<file path="config.mk">
export PLATFORM = sky130hd
export DESIGN_NAME = dss_sequencer
export DESIGN_NICKNAME = d
export VERILOG_FILES = /design/src/pkg/dss_pkg.sv /design/src/design/dss_pin_sync.sv /design/src/design/dss_sequencer.sv
export VERILOG_INCLUDE_DIRS = /design/src /design/src/pkg
export SDC_FILE = /design/constraint.sdc
export NUM_CORES = 1
export LEC_CHECK = 0
export ABC_AREA = 1
export BUFFER_PORTS_ARGS = -buffer_cell sky130_fd_sc_hd__buf_4
export CAP_MARGIN = 20
export CORE_ASPECT_RATIO = 2
export CORE_MARGIN = 4
export CORE_UTILIZATION = 33
export CTS_BUF_LIST = sky130_fd_sc_hd__clkbuf_16
export CTS_CLUSTER_DIAMETER = 100
export DETAILED_ROUTE_END_ITERATION = 10
export SYNTH_ARGS = -nofsm -noshare
export SYNTH_HDL_FRONTEND = slang
export SYNTH_SLANG_ARGS = --single-unit
</file>
<file path="constraint.sdc">
create_clock -name clk_i -period 3.6 [get_ports clk_i]
set_clock_uncertainty 0.1 [all_clocks]
set_input_delay 0.9 -clock clk_i [delete_from_list [all_inputs] [get_ports clk_i]]
set_output_delay 0.9 -clock clk_i [all_outputs]
set_load 0.01 [all_outputs]
</file>
<file path="src/pkg/dss_consts.svh">
/*
  Constants of the drive start-control sequencer: time bases, setting
  limits, defaults and command-source codes.
  Assumes inclusion by bare name from the package and the design files.
*/
`ifndef DSS_CONSTS_SVH
`define DSS_CONSTS_SVH

// ==========================================================
// Time base
`define DSS_CLK_KHZ          20000
`define DSS_TICK_MS          10
`define DSS_TICK_CYC         (`DSS_TICK_MS * `DSS_CLK_KHZ)
`define DSS_TWO_MIN_S        120
`define DSS_TWO_MIN_TICKS    (`DSS_TWO_MIN_S * 1000 / `DSS_TICK_MS)
`define DSS_IVAL_STEP_MS     100
`define DSS_IVAL_STEP_TICKS  (`DSS_IVAL_STEP_MS / `DSS_TICK_MS)
`define DSS_DEAD_STEP_MS     10
`define DSS_DEAD_STEP_TICKS  (`DSS_DEAD_STEP_MS / `DSS_TICK_MS)
// Power-up window, longer than the pin synchroniser latency
`define DSS_PWR_WINDOW       3'h6

// ==========================================================
// Setting limits and defaults
`define DSS_COUNT_MAX        7'h64
`define DSS_DEAD_MAX         16'h8ca0
`define DSS_DEAD_DEFAULT     16'h0001
`define DSS_IVAL_DEFAULT     14'h0032

// ==========================================================
// Run command sources
`define DSS_SRC_KEYPAD       2'h0
`define DSS_SRC_TERMINAL     2'h1
`define DSS_SRC_SERIAL       2'h2

`endif

</file>
<file path="src/pkg/dss_pkg.sv">
/*
  Types of the drive start-control sequencer.
  Assumes nothing beyond the constants header.
*/
`include "dss_consts.svh"

package dss_pkg;

  // ==========================================================
  // Sequencer states
  typedef enum logic [2:0] {
    ST_IDLE,
    ST_RUN,
    ST_DEAD,
    ST_WAIT,
    ST_LOCK,
    ST_PROTECT
  } dss_state_t;

  // Run request as one unit
  typedef struct packed {
    logic run;
    logic reverse_direction_input;
  } dss_cmd_t;

  // Operator terminal levels after synchronising
  typedef struct packed {
    logic forward_run_input;
    logic reverse_direction_input;
    logic hold;
  } dss_term_t;

endpackage : dss_pkg

</file>
<file path="src/design/dss_pin_sync.sv">
/*
  Three-stage pin synchroniser with agreement filter.
  Assumes asynchronous pin levels and one system clock.
*/
`timescale 1ns/1ns

module dss_pin_sync #(
  parameter int W = 3
) (
  // Clock and reset
  input  wire logic         clk_i,
  input  wire logic         srst_i,
  // Pins and clean levels
  input  wire logic [W-1:0] pin_i,
  output logic      [W-1:0] level_o
);

  logic [W-1:0] s1;
  logic [W-1:0] s2;
  logic [W-1:0] s3;
  logic [W-1:0] next_level;

  // ==========================================================
  // Accept a change only where stages two and three agree
  always_comb
  begin
    next_level = level_o;
    for (int i = 0; i < W; i++)
    begin
      if (s2[i] == s3[i])
        next_level[i] = s3[i];
    end
  end

  // Stage one feeds stage two only, to keep metastability contained
  always_ff @(posedge clk_i)
  begin
    if (srst_i)
    begin
      s1      <= '0;
      s2      <= '0;
      s3      <= '0;
      level_o <= '0;
    end
    else
    begin
      s1      <= pin_i;
      s2      <= s1;
      s3      <= s2;
      level_o <= next_level;
    end
  end

endmodule : dss_pin_sync

</file>
<file path="src/design/dss_sequencer.sv">
/*
  Drive start-control sequencer: source select, auto fault reset,
  two-wire start protection, two/three-wire terminals, dead zone.
  Assumes terminal pins are asynchronous; all other inputs are on clk_i.
*/
// Function
// - Run commands from keypad, terminal or serial
// - Source changeable anytime by terminal or setting
// - Count zero means immediate fault lock
// - Two fault-free minutes of running clear used reset count
// - Module and external faults never auto reset
// - Auto reset restarts with speed-tracking start
// - Auto reset at interval, up to count
// - Reset count accepted from 0 to 100
// - Start protection only for two-wire terminals
// - Selection 0 holds until run re-asserted
// - Selection 1 starts with speed tracking
// - Dead zone 0.00 to 360.00 s, 0.01 step
// - Two-wire terminals give direction and run
// - Three-wire starts on forward edge, hold closed
// - Three-wire stops when hold input opens
// - Speed-tracking start flagged for smooth restart
`timescale 1ns/1ns
`include "dss_consts.svh"

module dss_sequencer
  import dss_pkg::*;
#(
  parameter int unsigned TICK_CYCLES = `DSS_TICK_CYC
) (
  // Clock and reset
  input  wire logic        clk_i,
  input  wire logic        srst_i,
  // Source selection
  input  wire logic [1:0]  run_source_select_i,
  input  wire logic        source_force_en_i,
  input  wire logic [1:0]  source_force_sel_i,
  input  wire logic        three_wire_mode_i,
  // Keypad and serial commands
  input  wire logic        key_run_i,
  input  wire logic        key_stop_i,
  input  wire logic        key_rev_i,
  input  wire logic        serial_run_i,
  input  wire logic        serial_rev_i,
  // Operator terminal pins
  input  wire logic        forward_run_input_i,
  input  wire logic        reverse_direction_input_i,
  input  wire logic        stop_hold_input_i,
  // Settings
  input  wire logic        terminal_start_protection_select_i,
  input  wire logic [6:0]  auto_reset_count_setting_i,
  input  wire logic [13:0] auto_reset_interval_setting_i,
  input  wire logic [15:0] direction_dead_zone_time_i,
  // Faults
  input  wire logic        module_protection_fault_i,
  input  wire logic        external_equipment_fault_i,
  input  wire logic        other_fault_i,
  input  wire logic        manual_reset_i,
  // Drive status
  output logic             run_o,
  output logic             dir_rev_o,
  output logic             zero_freq_hold_o,
  output logic             speed_track_start_o,
  output logic             fault_lock_o,
  output logic             run_protect_o,
  output logic [6:0]       reset_used_o,
  output logic [1:0]       active_source_o
);

  // ==========================================================
  // Interval setting in tenths of a second to 10 ms ticks
  function automatic logic [16:0] dss_ival_ticks(input logic [13:0] v);
    dss_ival_ticks = 17'(v * `DSS_IVAL_STEP_TICKS);
  endfunction : dss_ival_ticks

  dss_state_t  state, next_state;
  dss_term_t   term;
  dss_cmd_t    cmd;
  logic [17:0] div, next_div;
  logic        tick;
  logic [16:0] timer, next_timer;
  logic [13:0] fine, next_fine;
  logic [6:0]  used, next_used, count;
  logic        key_run, next_key_run, wire3_run, next_wire3_run;
  logic        fwd_q;
  logic [2:0]  pwr_pend, next_pwr_pend;
  logic [1:0]  src, src_q;
  logic        dir, next_dir, next_track;
  logic        fault_any, fault_hard, two_wire_term, prot_evt, prot_hit;
  logic [16:0] dead_ticks;

  dss_pin_sync #(.W(3)) u_sync (
    .clk_i   (clk_i),
    .srst_i  (srst_i),
    .pin_i   ({forward_run_input_i, reverse_direction_input_i,
               stop_hold_input_i}),
    .level_o (term)
  );

  // ==========================================================
  // Source choice and decoded run request
  always_comb
  begin
    src = source_force_en_i ? source_force_sel_i
                            : run_source_select_i;
    count = (auto_reset_count_setting_i > `DSS_COUNT_MAX)
          ? `DSS_COUNT_MAX : auto_reset_count_setting_i;
    dead_ticks = (direction_dead_zone_time_i > `DSS_DEAD_MAX)
          ? 17'(`DSS_DEAD_MAX * `DSS_DEAD_STEP_TICKS)
          : 17'(direction_dead_zone_time_i * `DSS_DEAD_STEP_TICKS);
    two_wire_term = (src == `DSS_SRC_TERMINAL) && !three_wire_mode_i;
    fault_hard = module_protection_fault_i | external_equipment_fault_i;
    fault_any  = fault_hard | other_fault_i;
    next_key_run = key_stop_i ? 1'b0 : (key_run_i ? 1'b1 : key_run);
    // Stop wins: hold open clears the latch even on a forward edge
    next_wire3_run = !term.hold ? 1'b0
                   : ((term.forward_run_input && !fwd_q) ? 1'b1 : wire3_run);
    case (src)
      `DSS_SRC_KEYPAD:   cmd = '{run: key_run, reverse_direction_input: key_rev_i};
      `DSS_SRC_SERIAL:   cmd = '{run: serial_run_i, reverse_direction_input: serial_rev_i};
      `DSS_SRC_TERMINAL:
        if (three_wire_mode_i)
          cmd = '{run: wire3_run && term.hold, reverse_direction_input: term.reverse_direction_input};
        else
          cmd = '{run: term.forward_run_input ^ term.reverse_direction_input, reverse_direction_input: term.reverse_direction_input};
      default:           cmd = '{run: 1'b0, reverse_direction_input: 1'b0};
    endcase
    // Power-up or switch into two-wire terminal control
    prot_evt = (pwr_pend != 3'h0) ||
               (src == `DSS_SRC_TERMINAL && src_q != `DSS_SRC_TERMINAL);
    prot_hit = prot_evt && two_wire_term && cmd.run;
  end

  // ==========================================================
  // Sequencer next state
  always_comb
  begin
    next_state    = state;
    next_timer    = timer;
    next_fine     = fine;
    next_used     = used;
    next_dir      = dir;
    next_track    = 1'b0;
    // Window outlasts the pin synchroniser, which restarts from zero
    next_pwr_pend = (pwr_pend != 3'h0) ? pwr_pend - 3'h1 : 3'h0;
    tick          = (div == 18'(TICK_CYCLES - 1));
    next_div      = tick ? 18'h00000 : div + 18'h00001;
    if (tick && timer != 17'h00000)
      next_timer = timer - 17'h00001;
    // Fault-free running time
    if ((state == ST_RUN || state == ST_DEAD) && tick)
    begin
      if (fine == 14'(`DSS_TWO_MIN_TICKS - 1))
      begin
        next_fine = 14'h0000;
        next_used = 7'h00;
      end
      else
        next_fine = fine + 14'h0001;
    end
    case (state)
      ST_IDLE, ST_RUN, ST_DEAD, ST_PROTECT:
      begin
        if (fault_any)
        begin
          next_fine = 14'h0000;
          if (fault_hard || count == 7'h00 || used >= count)
            next_state = ST_LOCK;
          else
          begin
            next_state = ST_WAIT;
            next_timer = dss_ival_ticks(auto_reset_interval_setting_i);
          end
        end
        else if (prot_hit && state != ST_PROTECT)
        begin
          if (!terminal_start_protection_select_i)
            next_state = ST_PROTECT;
          else if (state == ST_IDLE)
          begin
            next_state = ST_RUN;
            next_dir   = cmd.reverse_direction_input;
            next_track = 1'b1;
          end
        end
        else if (state == ST_PROTECT)
        begin
          if (!cmd.run)
            next_state = ST_IDLE;
        end
        else if (!cmd.run)
          next_state = ST_IDLE;
        else if (state == ST_IDLE)
        begin
          next_state = ST_RUN;
          next_dir   = cmd.reverse_direction_input;
        end
        else if (state == ST_RUN && cmd.reverse_direction_input != dir)
        begin
          if (dead_ticks == 17'h00000)
            next_dir = cmd.reverse_direction_input;
          else
          begin
            next_state = ST_DEAD;
            next_timer = dead_ticks;
          end
        end
        else if (state == ST_DEAD && timer == 17'h00000)
        begin
          next_state = ST_RUN;
          next_dir   = cmd.reverse_direction_input;
        end
      end
      ST_WAIT:
      begin
        if (fault_hard)
          next_state = ST_LOCK;
        else if (timer == 17'h00000)
        begin
          next_used = used + 7'h01;
          if (!other_fault_i)
          begin
            next_state = ST_RUN;
            next_dir   = dir;
            next_track = 1'b1;
          end
          else if (used + 7'h01 >= count)
            next_state = ST_LOCK;
          else
            next_timer = dss_ival_ticks(auto_reset_interval_setting_i);
        end
      end
      ST_LOCK:
      begin
        if (manual_reset_i && !fault_any)
        begin
          next_used = 7'h00;
          if (two_wire_term && cmd.run)
          begin
            if (terminal_start_protection_select_i)
            begin
              next_state = ST_RUN;
              next_dir   = cmd.reverse_direction_input;
              next_track = 1'b1;
            end
            else
              next_state = ST_PROTECT;
          end
          else
            next_state = ST_IDLE;
        end
      end
      default: next_state = ST_IDLE;
    endcase
  end

  // ==========================================================
  // Registers; outputs follow next values so they stay flop-driven
  always_ff @(posedge clk_i)
  begin
    if (srst_i)
    begin
      state               <= ST_IDLE;
      div                 <= 18'h00000;
      timer               <= 17'h00000;
      fine                <= 14'h0000;
      used                <= 7'h00;
      dir                 <= 1'b0;
      key_run             <= 1'b0;
      wire3_run           <= 1'b0;
      fwd_q               <= 1'b0;
      pwr_pend            <= `DSS_PWR_WINDOW;
      src_q               <= `DSS_SRC_KEYPAD;
      run_o               <= 1'b0;
      dir_rev_o           <= 1'b0;
      zero_freq_hold_o    <= 1'b0;
      speed_track_start_o <= 1'b0;
      fault_lock_o        <= 1'b0;
      run_protect_o       <= 1'b0;
      reset_used_o        <= 7'h00;
      active_source_o     <= `DSS_SRC_KEYPAD;
    end
    else
    begin
      state               <= next_state;
      div                 <= next_div;
      timer               <= next_timer;
      fine                <= next_fine;
      used                <= next_used;
      dir                 <= next_dir;
      key_run             <= next_key_run;
      wire3_run           <= next_wire3_run;
      fwd_q               <= term.forward_run_input;
      pwr_pend            <= next_pwr_pend;
      src_q               <= src;
      run_o               <= (next_state == ST_RUN);
      dir_rev_o           <= next_dir;
      zero_freq_hold_o    <= (next_state == ST_DEAD);
      speed_track_start_o <= next_track;
      fault_lock_o        <= (next_state == ST_LOCK);
      run_protect_o       <= (next_state == ST_PROTECT);
      reset_used_o        <= next_used;
      active_source_o     <= src;
    end
  end
endmodule : dss_sequencer

</file>
Word level (Yosys, flattened, before mapping)
Index checks and enable logic that the tools add are counted.
{ "classes": {"n_addsub": 5, "mul": 1, "n_lt_le_gt_ge": 4, "eq_ne": 29, "n_mux": 75, "n_bitwise": 5, "n_reduce_logical": 34} }
{ "op_table": {"columns": ["operator", "n"], "rows": [
  ["17-bit 2-to-1 mux", 13],
  ["3-bit 2-to-1 mux", 20],
  ["14-bit 2-to-1 mux", 4],
  ["7-bit 2-to-1 mux", 6],
  ["17-bit logical NOT", 2],
  ["17-bit one-hot mux with 2 select lines", 1],
  ["1-bit 2-to-1 mux", 23],
  ["18-bit by 1-bit adder with 18-bit output (second input constant)", 1],
  ["18-bit equality test (second input constant)", 1],
  ["17-bit nonzero test", 1],
  ["17-bit by 1-bit subtractor with 17-bit output (second input constant)", 1],
  ["16-bit greater-than comparator (second input constant)", 1],
  ["14-bit by 3-bit multiplier with 16-bit output (second input constant)", 1],
  ["16-bit 2-to-1 mux", 1],
  ["3-bit inequality test (second input constant)", 5],
  ["14-bit by 1-bit adder with 14-bit output (second input constant)", 1],
  ["14-bit equality test (second input constant)", 1],
  ["7-bit greater-or-equal comparator", 2],
  ["7-bit one-hot mux with 2 select lines", 1],
  ["1-bit logical AND", 13],
  ["3-bit equality test (second input constant)", 4],
  ["11-bit AND reduction", 1],
  ["5-bit inequality test (second input constant)", 2],
  ["3-bit by 2-bit equality test with 1-bit output (second input constant)", 3],
  ["27 further kinds", 44]
]} }
{ "totals": {"regBits": 85, "input_bits": 58, "output_inout_bits": 15, "word_cells": 176} }

Longest topological paths before layout
{ "depth": {"depth_word": 13, "mapped_depth": 23, "mapped_depth_nobuf": 23} }

Modules after synthesis
Synthesis repeated with hierarchy kept, for this count alone.
{ "hier_totals": {"cells_unflattened": 1028, "hier_area_um2": 6562.5} }
{ "by_module_without_submodules": {"columns": ["mod", "instances", "cells_each", "area_per_inst_um2", "seq_area_each_um2"], "rows": [
  ["dss_sequencer", 1, 987, 6174.7, 1461.4],
  ["dss_pin_sync", 1, 41, 387.9, 240.2]
]} }

Worst setup path before layout
Ideal clock, no wire load.
{ "synth_path": {"path_kind": "input-to-reg", "start": "input auto_reset_count_setting_i[0]", "end": "register timer[12]", "setup_time_ps": 132, "t_arrival_ps": 2776, "t_required_ps": 3368, "path_slack_ps": 592, "path_stages": 13, "n_path_buf": 0, "path_cell_list": "o21ai_0 -> nand2_1 -> nand2_1 -> nand2_1 -> ha_1 -> a21o_1 -> a21oi_1 -> nand3_1 -> nor2_4 -> nand2_1 -> or2_2 -> nand3b_1 -> a21oi_1"} }
{ "synth_via": {"elab_chain_cells": 8, "elab_cells_between_ends": 14, "cone_classes": "order compare (3); mux (8); reduce/logical (3)"} }
{ "synth_rtl": {"columns": ["item", "line_no", "text"], "rows": [
  ["start, declared", "dss_sequencer.sv:51", "input wire logic [6:0] auto_reset_count_setting_i,"],
  ["7-bit greater-than comparator (no line)", null, null],
  ["7-bit 2-to-1 mux *", "dss_sequencer.sv:106", "count = (auto_reset_count_setting_i > `DSS_COUNT_MAX)"],
  ["7-bit greater-or-equal comparator or 7-bit logical NOT (tied branches)", "dss_sequencer.sv:227, dss_sequencer.sv:167", null],
  ["17-bit 2-to-1 mux or 1-bit logical OR (tied branches)", "dss_sequencer.sv:227, dss_sequencer.sv:167", null],
  ["17-bit 2-to-1 mux or 1-bit logical OR (tied branches)", "dss_sequencer.sv:221, dss_sequencer.sv:167", null],
  ["17-bit 2-to-1 mux (on tied branches)", "dss_sequencer.sv:218, dss_sequencer.sv:167", null],
  ["17-bit 2-to-1 mux (on tied branches)", "dss_sequencer.sv:216, dss_sequencer.sv:164", null],
  ["17-bit one-hot mux with 2 select lines *", "dss_sequencer.sv:161", "case (state)"],
  ["end signal, assigned", "dss_sequencer.sv:287", "timer <= next_timer;"],
  ["end, declared", "dss_sequencer.sv:81", "logic [16:0] timer, next_timer;"]
]} }
Mark *: on every way between the ends. The rest lies on a longest branch, timed or not.
A chain may end at the register's enable or synchronous reset.

Worst setup path after layout
{ "layout_path": {"start": "input auto_reset_count_setting_i[0]", "end": "register timer[7]"} }
The elaborated chain is that of the path after synthesis.

==> out/metrics.cfg <==
[yosys]
synthSimpleGateAreaFrac=0.401
yosys-top-cells-area=dfxtp_1 25%, nand2_1 14%, inv_1 7.9%, ha_1 7.8%, nor2_1 7.2%
synth_top_area_cell=dfxtp_1
synth-main-ff-cell=dfxtp_1
synthAdderAreaFrac=0.0808
synth_xor_area_frac=0.0428
yosys_warnings=0
muxShareOfSynthArea=0
syn-cell-area_sq_mm=0.00676
synth_edf_count=0
ys_seq_area_frac=0.252
avgSynthCellArea_sq_um=6.40
synth_top_area_frac=0.252
syn-instance-count=1055
synth-seq-cells=85
synth_cell_types=51
ys_async_sr_fraction=0
synth_nets=1156
synth_top_family_by_area=simple AND/OR/NAND/NOR gates
yosys.cell_count.top_type=nand2_1
synthTopCellsByCount=243 x nand2_1, 143 x inv_1, 129 x nor2_1, 85 x dfxtp_1, 72 x nand3_1
synth-compound-area-share=0.123

[cts]
numCtsBuffers=9
ctsRootBufferMaster=clkbuf_16
clk_pin_slew_worst_paths_ns=0.06
clk_latency_ns=0.36
numClockSinks=85
cts_max_path_buffers=2
htree_levels=3
cts_resized=0
cts_tree=yes
post_cts_buffers=0
ctsHoldBuffers=0

[sta]
period_minus_slack_ns=3.16
setup_viol=0
min_period_over_period=0.877
tightestPinTransition_ns=0.644
drv_slew=0
slew_headroom=0.567
setup_slack_ns=0.443
fin_setup_tns_ns=0
rsz0062_at_grt=no
hold_ws_ns=0.300
timing.fmax_ghz=0.317
finalHoldViolations=0

[worst_setup_path]
cp-end-kind=flip-flop
arrival_ns=3.28
crit_type=in -> reg
cp.required_ns=3.72
start_kind=input pin
crit_fanout=8

[placed_design]
portBuffers=72
dp_hpwl_um=17200
pre_cts_slack_ns=0.122
dpl_cell_area_sq_mm=0.00761
gp_congestion=0.901

[power]
irDropWorstVdd_mv=0.215
leakage_nw=3.76
powerDensity_mw_per_mm2=347

[global_routing]
grt_pass1_vias=6950
globalRouteOverflowTotal=0
grt_use_total=0.186
antenna_found_initial=0
grt_pass1_wl_um=33300
grt_max_degree=46

[drt]
dr.first_iter.drc_count=338
viasPerCell=4.92
num_vias=6894
firstDrtPassIters=5
avgRoutedWirePerCell_um=14.8
drt-total-wl_um=20700
antenna_left=0
drc_errors=0

[die]
ios=73
fp.dieH_um=210
coreArea_sq_mm=0.0200
rows=73
dieArea_sq_mm=0.0230
initial_core_util=0.338
die_w_um=109

[run_status]
status=finished, final reports clean

[finish]
antenna_cells=0
layout-drive-gt1-share=0.156
nets=1234
final_cell_area_sq_mm=0.00790
areaGrowthSynthToFinish_pct=16.9

[flow_run]
max-cap-violations=0

[min_path]
hold_path_class=reg -> reg

through the flow:
stage	utilization	cells	total power [W]
5_1_grt	0.395	1400	0.00290
3_5_place_dp	0.381	1384	0.00184
6_report	0.395	1400	0.00274
3_3_place_gp	0.381	1384	0.00183
2_1_floorplan	-	1055	0.00159
4_1_cts	0.395	1400	0.00277
path summary, 6_finish.rpt:
check	start	to	slack, ns	depth (start not counted)
max	auto_reset_count_setting_i[0]	timer[7]	0.44	17
max reg2reg	used[0]	timer[1]	0.71	15
min	u_sync.s1[0]	u_sync.s2[0]	0.30	2
min reg2reg	u_sync.s1[0]	u_sync.s2[0]	0.30	2
placed cells by master, fill, tap and decap left out, types with 8 or more instances in the layout:
cell type	netlist	final
a21oi_1	65	65
buf_4	1	81
clkbuf_16	0	9
dfxtp_1	85	85
ha_1	42	42
inv_1	143	145
inv_2	13	13
nand2_1	243	243
nand2_2	21	21
nand3_1	72	72
nand3_2	8	8
nand4_1	18	18
nor2_1	129	129
nor3_1	24	24
o21ai_0	43	43
o21ai_1	11	11
xnor2_1	9	9
xor2_1	24	24
critical path, stage by stage:
cell and delay [ns]:
buf_4 0.12, o21ai_0 0.14, nand2_1 0.07, nand2_1 0.10, nand2_1 0.09, ha_1 0.32, a21o_1 0.19, a21oi_1 0.14
nand3_1 0.15, nor2_4 0.24, nand2_1 0.27, inv_2 0.19, nand2_1 0.07, nand2_1 0.06, nor2_1 0.05, a21oi_1 0.13
nor2_1 0.05
layout make-up:
type	instances	area, sq um
flip-flops and latches	85	1700
repair buffers	81	608
fillers	2224	12100
multi-input cells	797	4380
inverters	159	602
clock inverters	7	58.8
well taps	262	328
clock buffers	9	225
layer usage:
| metal | up-vias | track usage | wire length, um |
|---|---|---|---|
| met5 | - | 0 | 0 |
| met4 | 0 | 0.104 | 1060 |
| met3 | 61 | 0.0319 | 686 |
| met2 | 139 | 0.364 | 11500 |
| met1 | 3126 | 0.174 | 7400 |
| li1 | 3568 | - | - |
state kept, by name, summed over array words and instances (netlist names), 2 cells and up:
register and flops:
state 3, u_sync.level_o 3, used 7, fine 14, div 18, src_q 2, u_sync.s1 3, u_sync.s2 3
u_sync.s3 3, pwr_pend 3, timer 17
report_power, final:
group          leakage [nW]  total [W]  internal, W  switching (W)
combinational          2.92   0.000805     0.000289       0.000516
clock                 0.145   0.000924     0.000528       0.000396
sequential            0.692    0.00101     0.000978      0.0000346
logic make-up (layout without fill, tap and decap cells):
group | after synthesis | after routing
simple gates | 570 | 570
xor+xnor | 33 | 33
compound gates | 151 | 151
buf+inv | 173 | 256
flops | 85 | 85
fa+ha+maj | 43 | 43
Power figures use the tool's default switching activity.
